### src/shared/pcstk_defs.svh
// constants for the program counter, return stack and indirect port unit
// assumes inclusion by bare name from the package and the design file
`ifndef PCSTK_DEFS_SVH
`define PCSTK_DEFS_SVH
`define PC_W 15
`define STK_DEPTH 16
`define SP_W 5
`define SP_EMPTY 5'h1F
`define SP_FULL 5'h0F
`define INT_VEC 15'h0004
`define FA_W 16
// register offsets on the plain register port
`define OFS_FLAGS_CTX 12'hFE4
`define OFS_WORK_CTX 12'hFE5
`define OFS_BANK_CTX 12'hFE6
`define OFS_LATCH_CTX 12'hFE7
`define OFS_P0L_CTX 12'hFE8
`define OFS_P0H_CTX 12'hFE9
`define OFS_P1L_CTX 12'hFEA
`define OFS_P1H_CTX 12'hFEB
`define OFS_SP 12'hFED
`define OFS_TOS_LOW 12'hFEE
`define OFS_TOS_HIGH 12'hFEF
`define OFS_PC_LOW 12'hF02
`define OFS_PC_LATCH 12'hF0A
`define OFS_FAULT 12'hF16
`define OFS_PTR0_LOW 12'hF04
`define OFS_PTR0_HIGH 12'hF05
`define OFS_PTR1_LOW 12'hF06
`define OFS_PTR1_HIGH 12'hF07
`define OFS_IND0 12'hF00
`define OFS_IND1 12'hF01
// fault register bit positions
`define FLT_OVF_BIT 7
`define FLT_UNF_BIT 6
// address map of the pointer space
`define TRAD_TOP 16'h0FFF
`define LIN_BASE 16'h2000
`define LIN_TOP 16'h29AF
`define LIN_BLOCK 16'h0050
`define LIN_OFS 7'h20
`define FLASH_BIT 15
`define IND0_ADDR 7'h00
`define IND1_ADDR 7'h01
`endif

### src/shared/pcstk_pkg.sv
// types shared by the program counter and return stack unit
// assumes pcstk_defs.svh is on the include path
`include "pcstk_defs.svh"
package pcstk_pkg;
  // control operation requested by the instruction decoder
  typedef enum logic [3:0] {
    OP_NONE, OP_INC, OP_WRITE_LOW, OP_CALL, OP_CALL_WORK, OP_BRANCH_WORK,
    OP_BRANCH_REL, OP_RETURN, OP_RETURN_LIT, OP_RETURN_INT, OP_INT_ENTRY
  } pc_op_e;
  // one decoder request with its operand
  typedef struct packed {
    pc_op_e op;
    logic [10:0] operand;
  } pc_req_s;
  // indirect access request from the core
  typedef struct packed {
    logic sel;
    logic rd;
    logic wr;
    logic [7:0] wdata;
  } ind_req_s;
  // core context that interrupt entry copies
  typedef struct packed {
    logic [2:0] flags;
    logic [7:0] work;
    logic [4:0] bank;
  } core_ctx_s;
endpackage

### src/hdl/pc_stack_indirect_unit.sv
// program counter, return stack and indirect pointer unit of the core
// assumes one instruction clock; decoder issues one op per cycle and
// a memory fabric answers indirect data accesses combinationally
`timescale 1ns/100ps
`default_nettype none
`include "pcstk_defs.svh"
// Contract
// [RULE1] 15-bit pc, low byte readable, upper from latch
// [RULE2] any reset clears the pc
// [RULE3] low byte write copies latch into pc upper
// [RULE4] call loads operand and latch bits 6:3
// [RULE5] call via work uses work and latch
// [RULE6] work branch loads pc plus one plus work
// [RULE7] relative branch loads pc plus one plus offset
// [RULE8] sixteen by fifteen-bit dedicated return stack
// [RULE9] calls and interrupts push, returns pop, latch untouched; the code reloads the latch from its shadow on interrupt return
// [RULE10] fault reset off makes stack circular
// [RULE11] overflow and underflow flags always set
// [RULE12] software reads and writes pointer and top entry
// [RULE13] push increments then writes; pop reads then decrements
// [RULE14] empty pointer is 0x1F, first push gives 0x00
// [RULE15] fault reset on resets device and records flag
// [RULE16] pointer at indirect port reads zero, write dropped
// [RULE17] pointer is high byte joined with low byte
// [RULE18] 0x000 to 0xFFF maps onto data addresses
// [RULE19] linear region strings banks' 80-byte ram blocks
// [RULE20] unimplemented linear locations read 0x00
// [RULE21] top bit addresses flash low byte, read only
// [RULE22] flash access through port costs one extra cycle
// [RULE23] linear bank is quotient, offset 0x20 plus remainder
// [RULE24] interrupt entry saves context, interrupt return restores
module pc_stack_indirect_unit (
  input wire logic clk_in,
  input wire logic reset_in,
  input wire pcstk_pkg::pc_req_s pc_req_in,
  input wire logic [7:0] work_in,
  input wire logic [7:0] low_wdata_in,
  input wire logic fault_reset_en_in,
  input wire pcstk_pkg::core_ctx_s core_ctx_in,
  input wire logic [11:0] reg_addr_in,
  input wire logic [7:0] reg_wdata_in,
  input wire logic reg_wr_in,
  input wire logic reg_rd_in,
  output logic [7:0] reg_rdata_out,
  input wire pcstk_pkg::ind_req_s ind_req_in,
  output logic [7:0] ind_rdata_out,
  output logic ind_stall_out,
  output logic [11:0] data_addr_out,
  output logic data_rd_out,
  output logic data_wr_out,
  output logic [7:0] data_wdata_out,
  input wire logic [7:0] data_rdata_in,
  output logic [14:0] flash_addr_out,
  input wire logic [13:0] flash_rdata_in,
  output logic [14:0] pc_out,
  output logic stack_reset_out,
  output pcstk_pkg::core_ctx_s ctx_restore_out,
  output logic ctx_restore_valid_out
);
  import pcstk_pkg::*;

  logic [14:0] pc_q, pc_d; // program counter
  logic [6:0] latch_q; // pc_high_latch
  logic [14:0] stack_q [`STK_DEPTH]; // flip-flop return stack
  logic [4:0] sp_q; // return_stack_pointer
  logic ovf_q, unf_q; // stack flags in fault register
  logic fault_q; // stack fault reset pulse
  logic [7:0] p0l_q, p0h_q, p1l_q, p1h_q; // file pointers
  core_ctx_s ctx_q; // shadow of core context
  logic [6:0] latch_ctx_q;
  logic [7:0] s0l_q, s0h_q, s1l_q, s1h_q; // pointer shadows
  logic [7:0] rdata_q, ind_rdata_q;
  logic flash_wait_q; // extra cycle done for a flash access
  logic restore_q;

  // next-instruction address, used by both branch forms
  wire [14:0] pc_inc = pc_q + 15'h0001;
  wire [14:0] rel_ofs = {{6{pc_req_in.operand[8]}},
                         pc_req_in.operand[8:0]};
  wire is_push = (pc_req_in.op == OP_CALL) ||
                 (pc_req_in.op == OP_CALL_WORK) ||
                 (pc_req_in.op == OP_INT_ENTRY); // see [RULE9]
  wire is_pop = (pc_req_in.op == OP_RETURN) ||
                (pc_req_in.op == OP_RETURN_LIT) ||
                (pc_req_in.op == OP_RETURN_INT); // see [RULE9]
  wire [4:0] sp_inc = sp_q + 5'h01; // see [RULE13]
  wire [4:0] sp_dec = sp_q - 5'h01;
  // full when pointer is 0x0F, empty when it is 0x1F
  wire push_ovf = is_push && (sp_q == `SP_FULL); // see [RULE11]
  wire pop_unf = is_pop && (sp_q == `SP_EMPTY); // see [RULE14]
  // circular wrap uses low four bits only
  wire [3:0] push_idx = sp_inc[3:0]; // see [RULE10]
  wire [3:0] tos_idx = sp_q[3:0];
  wire [14:0] tos_val = stack_q[tos_idx]; // see [RULE12]

  // register port decode
  wire w_pcl = reg_wr_in && (reg_addr_in == `OFS_PC_LOW);
  wire w_lat = reg_wr_in && (reg_addr_in == `OFS_PC_LATCH);
  wire w_sp = reg_wr_in && (reg_addr_in == `OFS_SP);
  wire w_stack_top_low = reg_wr_in && (reg_addr_in == `OFS_TOS_LOW);
  wire w_stack_top_high = reg_wr_in && (reg_addr_in == `OFS_TOS_HIGH);
  wire w_flt = reg_wr_in && (reg_addr_in == `OFS_FAULT);

  // indirect pointer selection and region decode
  wire [15:0] fptr = ind_req_in.sel ? {p1h_q, p1l_q} : {p0h_q, p0l_q};
  // see [RULE17]
  wire in_flash = fptr[`FLASH_BIT]; // see [RULE21]
  wire in_trad = !in_flash && (fptr <= `TRAD_TOP); // see [RULE18]
  wire in_lin = (fptr >= `LIN_BASE) && (fptr <= `LIN_TOP);
  wire [15:0] lin_rel = fptr - `LIN_BASE;
  wire [15:0] lin_bank16 = lin_rel / `LIN_BLOCK; // see [RULE23]
  wire [15:0] lin_rem16 = lin_rel % `LIN_BLOCK;
  wire [11:0] lin_addr = {lin_bank16[4:0],
                          `LIN_OFS + lin_rem16[6:0]}; // see [RULE19]
  wire [11:0] trad_addr = fptr[11:0];
  // a pointer aimed at either indirect port is a dead access
  wire self_hit = in_trad && (trad_addr[6:0] <= `IND1_ADDR);
  // see [RULE16]
  wire ind_act = ind_req_in.rd || ind_req_in.wr;
  wire mapped = (in_trad || in_lin) && !self_hit; // see [RULE20]

  assign data_addr_out = in_lin ? lin_addr : trad_addr;
  assign data_rd_out = ind_req_in.rd && mapped;
  assign data_wr_out = ind_req_in.wr && mapped; // flash writes dropped
  assign data_wdata_out = ind_req_in.wdata;
  assign flash_addr_out = fptr[14:0];
  // stall the core one cycle on any flash access
  assign ind_stall_out = ind_act && in_flash && !flash_wait_q;
  // see [RULE22]
  assign ind_rdata_out = ind_rdata_q;
  assign reg_rdata_out = rdata_q;
  assign pc_out = pc_q;
  assign stack_reset_out = fault_q;
  assign ctx_restore_out = ctx_q;
  assign ctx_restore_valid_out = restore_q;

  // pc next value by operation; register write of low byte too
  always_comb begin
    pc_d = pc_q;
    case (pc_req_in.op)
      OP_INC: pc_d = pc_inc;
      OP_WRITE_LOW: pc_d = {latch_q, low_wdata_in}; // see [RULE3]
      OP_CALL: pc_d = {latch_q[6:3], pc_req_in.operand}; // see [RULE4]
      OP_CALL_WORK: pc_d = {latch_q, work_in}; // see [RULE5]
      OP_BRANCH_WORK: pc_d = pc_inc + {7'h00, work_in}; // see [RULE6]
      OP_BRANCH_REL: pc_d = pc_inc + rel_ofs; // see [RULE7]
      OP_RETURN, OP_RETURN_LIT, OP_RETURN_INT: pc_d = tos_val;
      OP_INT_ENTRY: pc_d = `INT_VEC; // interrupt vector
      default: pc_d = pc_q;
    endcase
    if (w_pcl) begin
      pc_d = {latch_q, reg_wdata_in}; // see [RULE3]
    end
  end

  // program counter and latch; of the stack ops only interrupt return reloads the latch
  always_ff @(posedge clk_in) begin
    if (reset_in || fault_q) begin
      pc_q <= 15'h0000; // see [RULE2]
      latch_q <= 7'h00;
    end else begin
      pc_q <= pc_d; // see [RULE1]
      if (w_lat) begin
        latch_q <= reg_wdata_in[6:0]; // see [RULE9]
      end else if (pc_req_in.op == OP_RETURN_INT) begin
        latch_q <= latch_ctx_q; // see [RULE24]
      end
    end
  end

  // return stack storage, not in program or data space
  always_ff @(posedge clk_in) begin
    if (reset_in) begin
      for (int i = 0; i < `STK_DEPTH; i++) begin
        stack_q[i] <= 15'h0000; // see [RULE8]
      end
    end else if (is_push) begin
      stack_q[push_idx] <= pc_inc; // see [RULE13]
    end else if (w_stack_top_low) begin
      stack_q[tos_idx][7:0] <= reg_wdata_in; // see [RULE12]
    end else if (w_stack_top_high) begin
      stack_q[tos_idx][14:8] <= reg_wdata_in[6:0];
    end
  end

  // stack pointer and fault reset
  always_ff @(posedge clk_in) begin
    if (reset_in || fault_q) begin
      sp_q <= `SP_EMPTY; // see [RULE14]
      fault_q <= 1'b0;
    end else begin
      fault_q <= fault_reset_en_in && (push_ovf || pop_unf);
      // see [RULE15]
      if (is_push) begin
        sp_q <= push_ovf ? 5'h00 : sp_inc; // see [RULE10]
      end else if (is_pop) begin
        sp_q <= (sp_q == 5'h00) ? `SP_EMPTY :
                (pop_unf ? `SP_FULL : sp_dec); // see [RULE13]
      end else if (w_sp) begin
        sp_q <= reg_wdata_in[4:0]; // see [RULE12]
      end
    end
  end

  // flags survive the stack reset; set wins over software clear
  always_ff @(posedge clk_in) begin
    if (reset_in) begin
      ovf_q <= 1'b0;
      unf_q <= 1'b0;
    end else begin
      ovf_q <= push_ovf || (ovf_q && !(w_flt &&
               !reg_wdata_in[`FLT_OVF_BIT])); // see [RULE11]
      unf_q <= pop_unf || (unf_q && !(w_flt &&
               !reg_wdata_in[`FLT_UNF_BIT]));
    end
  end

  // file pointers written by software
  always_ff @(posedge clk_in) begin
    if (reset_in) begin
      p0l_q <= 8'h00;
      p0h_q <= 8'h00;
      p1l_q <= 8'h00;
      p1h_q <= 8'h00;
    end else if (pc_req_in.op == OP_RETURN_INT) begin
      p0l_q <= s0l_q; // see [RULE24]
      p0h_q <= s0h_q;
      p1l_q <= s1l_q;
      p1h_q <= s1h_q;
    end else if (reg_wr_in) begin
      if (reg_addr_in == `OFS_PTR0_LOW) p0l_q <= reg_wdata_in;
      if (reg_addr_in == `OFS_PTR0_HIGH) p0h_q <= reg_wdata_in;
      if (reg_addr_in == `OFS_PTR1_LOW) p1l_q <= reg_wdata_in;
      if (reg_addr_in == `OFS_PTR1_HIGH) p1h_q <= reg_wdata_in;
    end
  end

  // context shadows: captured on interrupt entry, also writable
  always_ff @(posedge clk_in) begin
    if (reset_in) begin
      ctx_q <= '0;
      latch_ctx_q <= 7'h00;
      s0l_q <= 8'h00;
      s0h_q <= 8'h00;
      s1l_q <= 8'h00;
      s1h_q <= 8'h00;
    end else if (pc_req_in.op == OP_INT_ENTRY) begin
      ctx_q <= core_ctx_in; // see [RULE24]
      latch_ctx_q <= latch_q;
      s0l_q <= p0l_q;
      s0h_q <= p0h_q;
      s1l_q <= p1l_q;
      s1h_q <= p1h_q;
    end else if (reg_wr_in) begin
      if (reg_addr_in == `OFS_FLAGS_CTX) ctx_q.flags <= reg_wdata_in[2:0];
      if (reg_addr_in == `OFS_WORK_CTX) ctx_q.work <= reg_wdata_in;
      if (reg_addr_in == `OFS_BANK_CTX) ctx_q.bank <= reg_wdata_in[4:0];
      if (reg_addr_in == `OFS_LATCH_CTX) latch_ctx_q <= reg_wdata_in[6:0];
      if (reg_addr_in == `OFS_P0L_CTX) s0l_q <= reg_wdata_in;
      if (reg_addr_in == `OFS_P0H_CTX) s0h_q <= reg_wdata_in;
      if (reg_addr_in == `OFS_P1L_CTX) s1l_q <= reg_wdata_in;
      if (reg_addr_in == `OFS_P1H_CTX) s1h_q <= reg_wdata_in;
    end
  end

  // register read mux; unmapped addresses read zero
  logic [7:0] rd_mux;
  always_comb begin
    rd_mux = 8'h00;
    if (reg_addr_in == `OFS_PC_LOW) rd_mux = pc_q[7:0];
    else if (reg_addr_in == `OFS_PC_LATCH) rd_mux = {1'b0, latch_q};
    else if (reg_addr_in == `OFS_SP) rd_mux = {3'h0, sp_q};
    else if (reg_addr_in == `OFS_TOS_LOW) rd_mux = tos_val[7:0];
    else if (reg_addr_in == `OFS_TOS_HIGH) rd_mux = {1'b0, tos_val[14:8]};
    else if (reg_addr_in == `OFS_FAULT) rd_mux = {ovf_q, unf_q, 6'h00};
    else if (reg_addr_in == `OFS_PTR0_LOW) rd_mux = p0l_q;
    else if (reg_addr_in == `OFS_PTR0_HIGH) rd_mux = p0h_q;
    else if (reg_addr_in == `OFS_PTR1_LOW) rd_mux = p1l_q;
    else if (reg_addr_in == `OFS_PTR1_HIGH) rd_mux = p1h_q;
    else if (reg_addr_in == `OFS_FLAGS_CTX) rd_mux = {5'h00, ctx_q.flags};
    else if (reg_addr_in == `OFS_WORK_CTX) rd_mux = ctx_q.work;
    else if (reg_addr_in == `OFS_BANK_CTX) rd_mux = {3'h0, ctx_q.bank};
    else if (reg_addr_in == `OFS_LATCH_CTX) rd_mux = {1'b0, latch_ctx_q};
    else if (reg_addr_in == `OFS_P0L_CTX) rd_mux = s0l_q;
    else if (reg_addr_in == `OFS_P0H_CTX) rd_mux = s0h_q;
    else if (reg_addr_in == `OFS_P1L_CTX) rd_mux = s1l_q;
    else if (reg_addr_in == `OFS_P1H_CTX) rd_mux = s1h_q;
  end

  // indirect read value: dead or unimplemented locations give zero
  wire [7:0] ind_val = in_flash ? flash_rdata_in[7:0] :
                       (mapped ? data_rdata_in : 8'h00); // see [RULE16]

  // registered read data, flash wait flag and restore pulse
  always_ff @(posedge clk_in) begin
    if (reset_in) begin
      rdata_q <= 8'h00;
      ind_rdata_q <= 8'h00;
      flash_wait_q <= 1'b0;
      restore_q <= 1'b0;
    end else begin
      rdata_q <= reg_rd_in ? rd_mux : 8'h00;
      if (ind_req_in.rd) ind_rdata_q <= ind_val; // see [RULE21]
      flash_wait_q <= ind_stall_out; // see [RULE22]
      restore_q <= (pc_req_in.op == OP_RETURN_INT);
    end
  end
endmodule
`default_nettype wire

### config.mk
export PLATFORM = sky130hd
export DESIGN_NAME = pc_stack_indirect_unit
export DESIGN_NICKNAME = d
export VERILOG_FILES = /design/src/shared/pcstk_pkg.sv /design/src/hdl/pc_stack_indirect_unit.sv
export VERILOG_INCLUDE_DIRS = /design/src /design/src/shared
export SDC_FILE = /design/constraint.sdc
export NUM_CORES = 1
export LEC_CHECK = 0
export BUFFER_PORTS_ARGS = -buffer_cell sky130_fd_sc_hd__buf_2
export CAP_MARGIN = 20
export CORE_MARGIN = 1.5
export CORE_UTILIZATION = 50
export CTS_BUF_LIST = sky130_fd_sc_hd__clkbuf_4 sky130_fd_sc_hd__clkbuf_8 sky130_fd_sc_hd__clkbuf_16
export DETAILED_ROUTE_END_ITERATION = 6
export PLACE_DENSITY = 0.73
export SYNTH_ARGS = -nofsm -noshare
export SYNTH_HDL_FRONTEND = slang
export SYNTH_SLANG_ARGS = --single-unit
### constraint.sdc
create_clock -name clk_in -period 12.5 [get_ports clk_in]
set_clock_uncertainty 0.2 [all_clocks]
set_input_delay 2.5 -clock clk_in [delete_from_list [all_inputs] [get_ports clk_in]]
set_output_delay 2.5 -clock clk_in [all_outputs]
set_load 0.02 [all_outputs]
==> run summary <==
Ant diodes: 0
Die area: 44620 um^2
Initial drt markers: 2427
Synth Warn #: 0
Syn Area/Cell: 9.868 um^2
DR WL/cell: 22.57 um
Final nets: 2410
Die H: 211.2 um
CTS tree: yes
Max reg flops: 240
Total GRT Usage: 28.93%
CTS Hold Buffers Added: 0
RSZ-0062 raised after global routing: no
Hold wc startpoint: flash_wait_q
Failing checks: design-rule violations
Core Rows: 76
Post-cts resize count: 0
Clock buffer depth: 3
Post-synthesis sequential area ratio: 46.08%
R2r setup slk: 7850 ps
Largest reg by FF count: stack_q
Postcts setup bufs: 0
Layout cells sized above 1: 18.62%
Worst-path clk slew: 50 ps
Maximum VDD drop: 0.09247 mV
RD Place Congestion: 0.9506
Crit path from: ind_req_in[10]
CTS sink count: 379
Setup ws final: 492.4 ps
DRT Wirelength: 65440 um
DRC viols: 22
Routed via count: 18.69k
Leakage: 9.175 nW
Fmax: 0.08328 GHz
Most frequent cells in the layout: 435 x nor2_1, 240 x edfxtp_1, 176 x nand2_1
GR Util met1: 40.13%
Crit end category: primary output
Max-slew violation count: 0
Power per cell area: 141.8 nW/um^2
Top Usage Layer GRT: met2
Boundary pin count: 192
Post-route ant nets: 0
Die width: 211.2 um
Count of input and output buffers: 169
Root buffer selected by CTS: clkbuf_16
Worst-margin pin slew: 1115 ps
Yosys reg bits: 379
Fill cell count: 3637
Setup TNS: 0 ps
Initial Util: 50.55%
Slew margin rel.: 25.67%
Most common cell after layout, fill and taps aside: nor2_1
H-tree depth: 2
Depth of the worst hold-timing path: 1
CP Launch Type: primary input
Ys flop type: edfxtp_1
Fin util: 56.78%
Final period utilization: 96.06%
Final HPWL DP: 45470 um
Async S/R FF share, synth: 0%
Setup violations, final: 0
Worst EP arrival: 9310 ps
Cts bufs inserted: 40
Mapped Nets: 2322
R2R cell count: 18
Synth Instances: 2197
Final hold vios: 0
Worst hold margin: 220.8 ps
Antenna violations before repair: 0
Synth cell types: 94
Vias in the first global route: 17.52k
Max-Cap Viols: 0
M3 GR Usage: 4.951%
Minimum clock period: 12010 ps
Drt pass-1 iters: 7
CP max FO: 17
Wire length of the first global-routing pass: 100800 um
Synth Cell Area: 21680 um^2
Area growth syn-to-layout: 12.31%
Clk_lat worst skew: 580 ps
Critical R2R Launch: pc_out[0]
Pre-CTS WS: 345.1 ps
Status: complete, but fails checks
Post-synth EDFFs: 240
Vias per cell: 6.446
Total gr overflow: 0
Largest net degree at the start of global routing: 83
GR Util met2: 46.17%
Kind of critical path: in -> out
Hold crit path type: reg -> reg
Core area: 42890 um^2
Worst path required time: 9800 ps
-- layer usage --
| layer | part of all wire, % | vias to the layer above |
|---|---|---|
| met5 | 0 | - |
| met4 | 3.3 | 0 |
| met3 | 9.5 | 141 |
| met2 | 47 | 1039 |
| met1 | 41 | 9106 |
| li1 | - | 8407 |
-- cells by family after synthesis --
group / share of synthesized area, %
compound gates: 15.91
xor+xnor: 1.616
fa+ha+maj: 1.235
buf+inv: 3.959
flops: 46.08
mux: 12.87
simple gates: 18.33
-- critical path, cell delays in order --
cell and delay (ps):
buf_2 330, mux2i_4 480, ha_1 380, nand2b_1 150, nor2_2 70, a222oi_1 410, o221a_2 490, nand3_1 150
a31oi_1 290, o22ai_1 190, buf_4 220, and2_1 180, o32a_1 390, a2111oi_4 650, nand2_1 240, o31a_1 170
a21oi_1 290, o21ai_1 170, a2111oi_1 590, o211ai_2 200, o22a_1 240, nor4_1 280, buf_2 210
-- cells in the mapped netlist, types with 8 or more instances --
library cell | instances | share of area (%)
ha_1 | 19 | 1.1
mux2_2 | 23 | 1.2
nand4_1 | 15 | 0.43
nor2b_1 | 8 | 0.23
a222oi_1 | 11 | 0.51
buf_4 | 16 | 0.55
a211oi_1 | 59 | 2.0
edfxtp_1 | 240 | 33
o21ai_0 | 63 | 1.5
nor2_1 | 435 | 7.5
a21o_1 | 8 | 0.28
a21oi_1 | 85 | 2.0
clkbuf_1 | 129 | 2.2
nand2_1 | 177 | 3.1
and3_1 | 8 | 0.23
o211ai_1 | 14 | 0.48
inv_1 | 30 | 0.52
nand3_1 | 121 | 2.8
and2_1 | 19 | 0.55
xnor2_1 | 33 | 1.3
nand2b_1 | 52 | 1.5
buf_1 | 16 | 0.28
a22oi_1 | 24 | 0.83
a31oi_1 | 14 | 0.40
o21bai_1 | 8 | 0.28
mux2i_1 | 67 | 3.1
nor3_1 | 35 | 0.81
o2111ai_1 | 9 | 0.36
a311oi_1 | 49 | 2.0
mux4_2 | 80 | 8.3
o31ai_1 | 13 | 0.45
a221oi_1 | 14 | 0.57
dfxtp_1 | 139 | 13
o22ai_1 | 10 | 0.29
o21ai_1 | 21 | 0.48
-- where the power goes --
group          total, mW  internal (mW)  switching [mW]
Sequential          1.43           1.38          0.0494
Clock               1.28          0.769           0.515
Combinational      0.743          0.273           0.471
-- per-stage QoR --
step                power [mW]  area, um^2  cells
finish                   3.454       24350   2900
global route             3.567       24350   2900
CTS                      3.442       24330   2898
detailed placement       2.171       22900   2826
global placement         2.154       22900   2826
floorplan                1.968       21680   2197
-- cell type report --
class                      instances  area [um^2]  share of cell area, %
multi-input combinational       1615        10870                  44.64
sequential                       379         9995                  41.05
timing repair buffer             216         1201                  4.933
clock buffer                      54         1131                  4.645
tap                              585        732.0                  3.006
clock inverter                    18        297.8                  1.223
inverter                          33        123.9                 0.5087
-- worst paths after layout --
path,to
worst min register to register,flash_wait_q
worst max register to register,pc_out[13]
worst min-delay path,flash_wait_q
worst max-delay path,data_addr_out[5]
(Power assumes the default switching activity.)
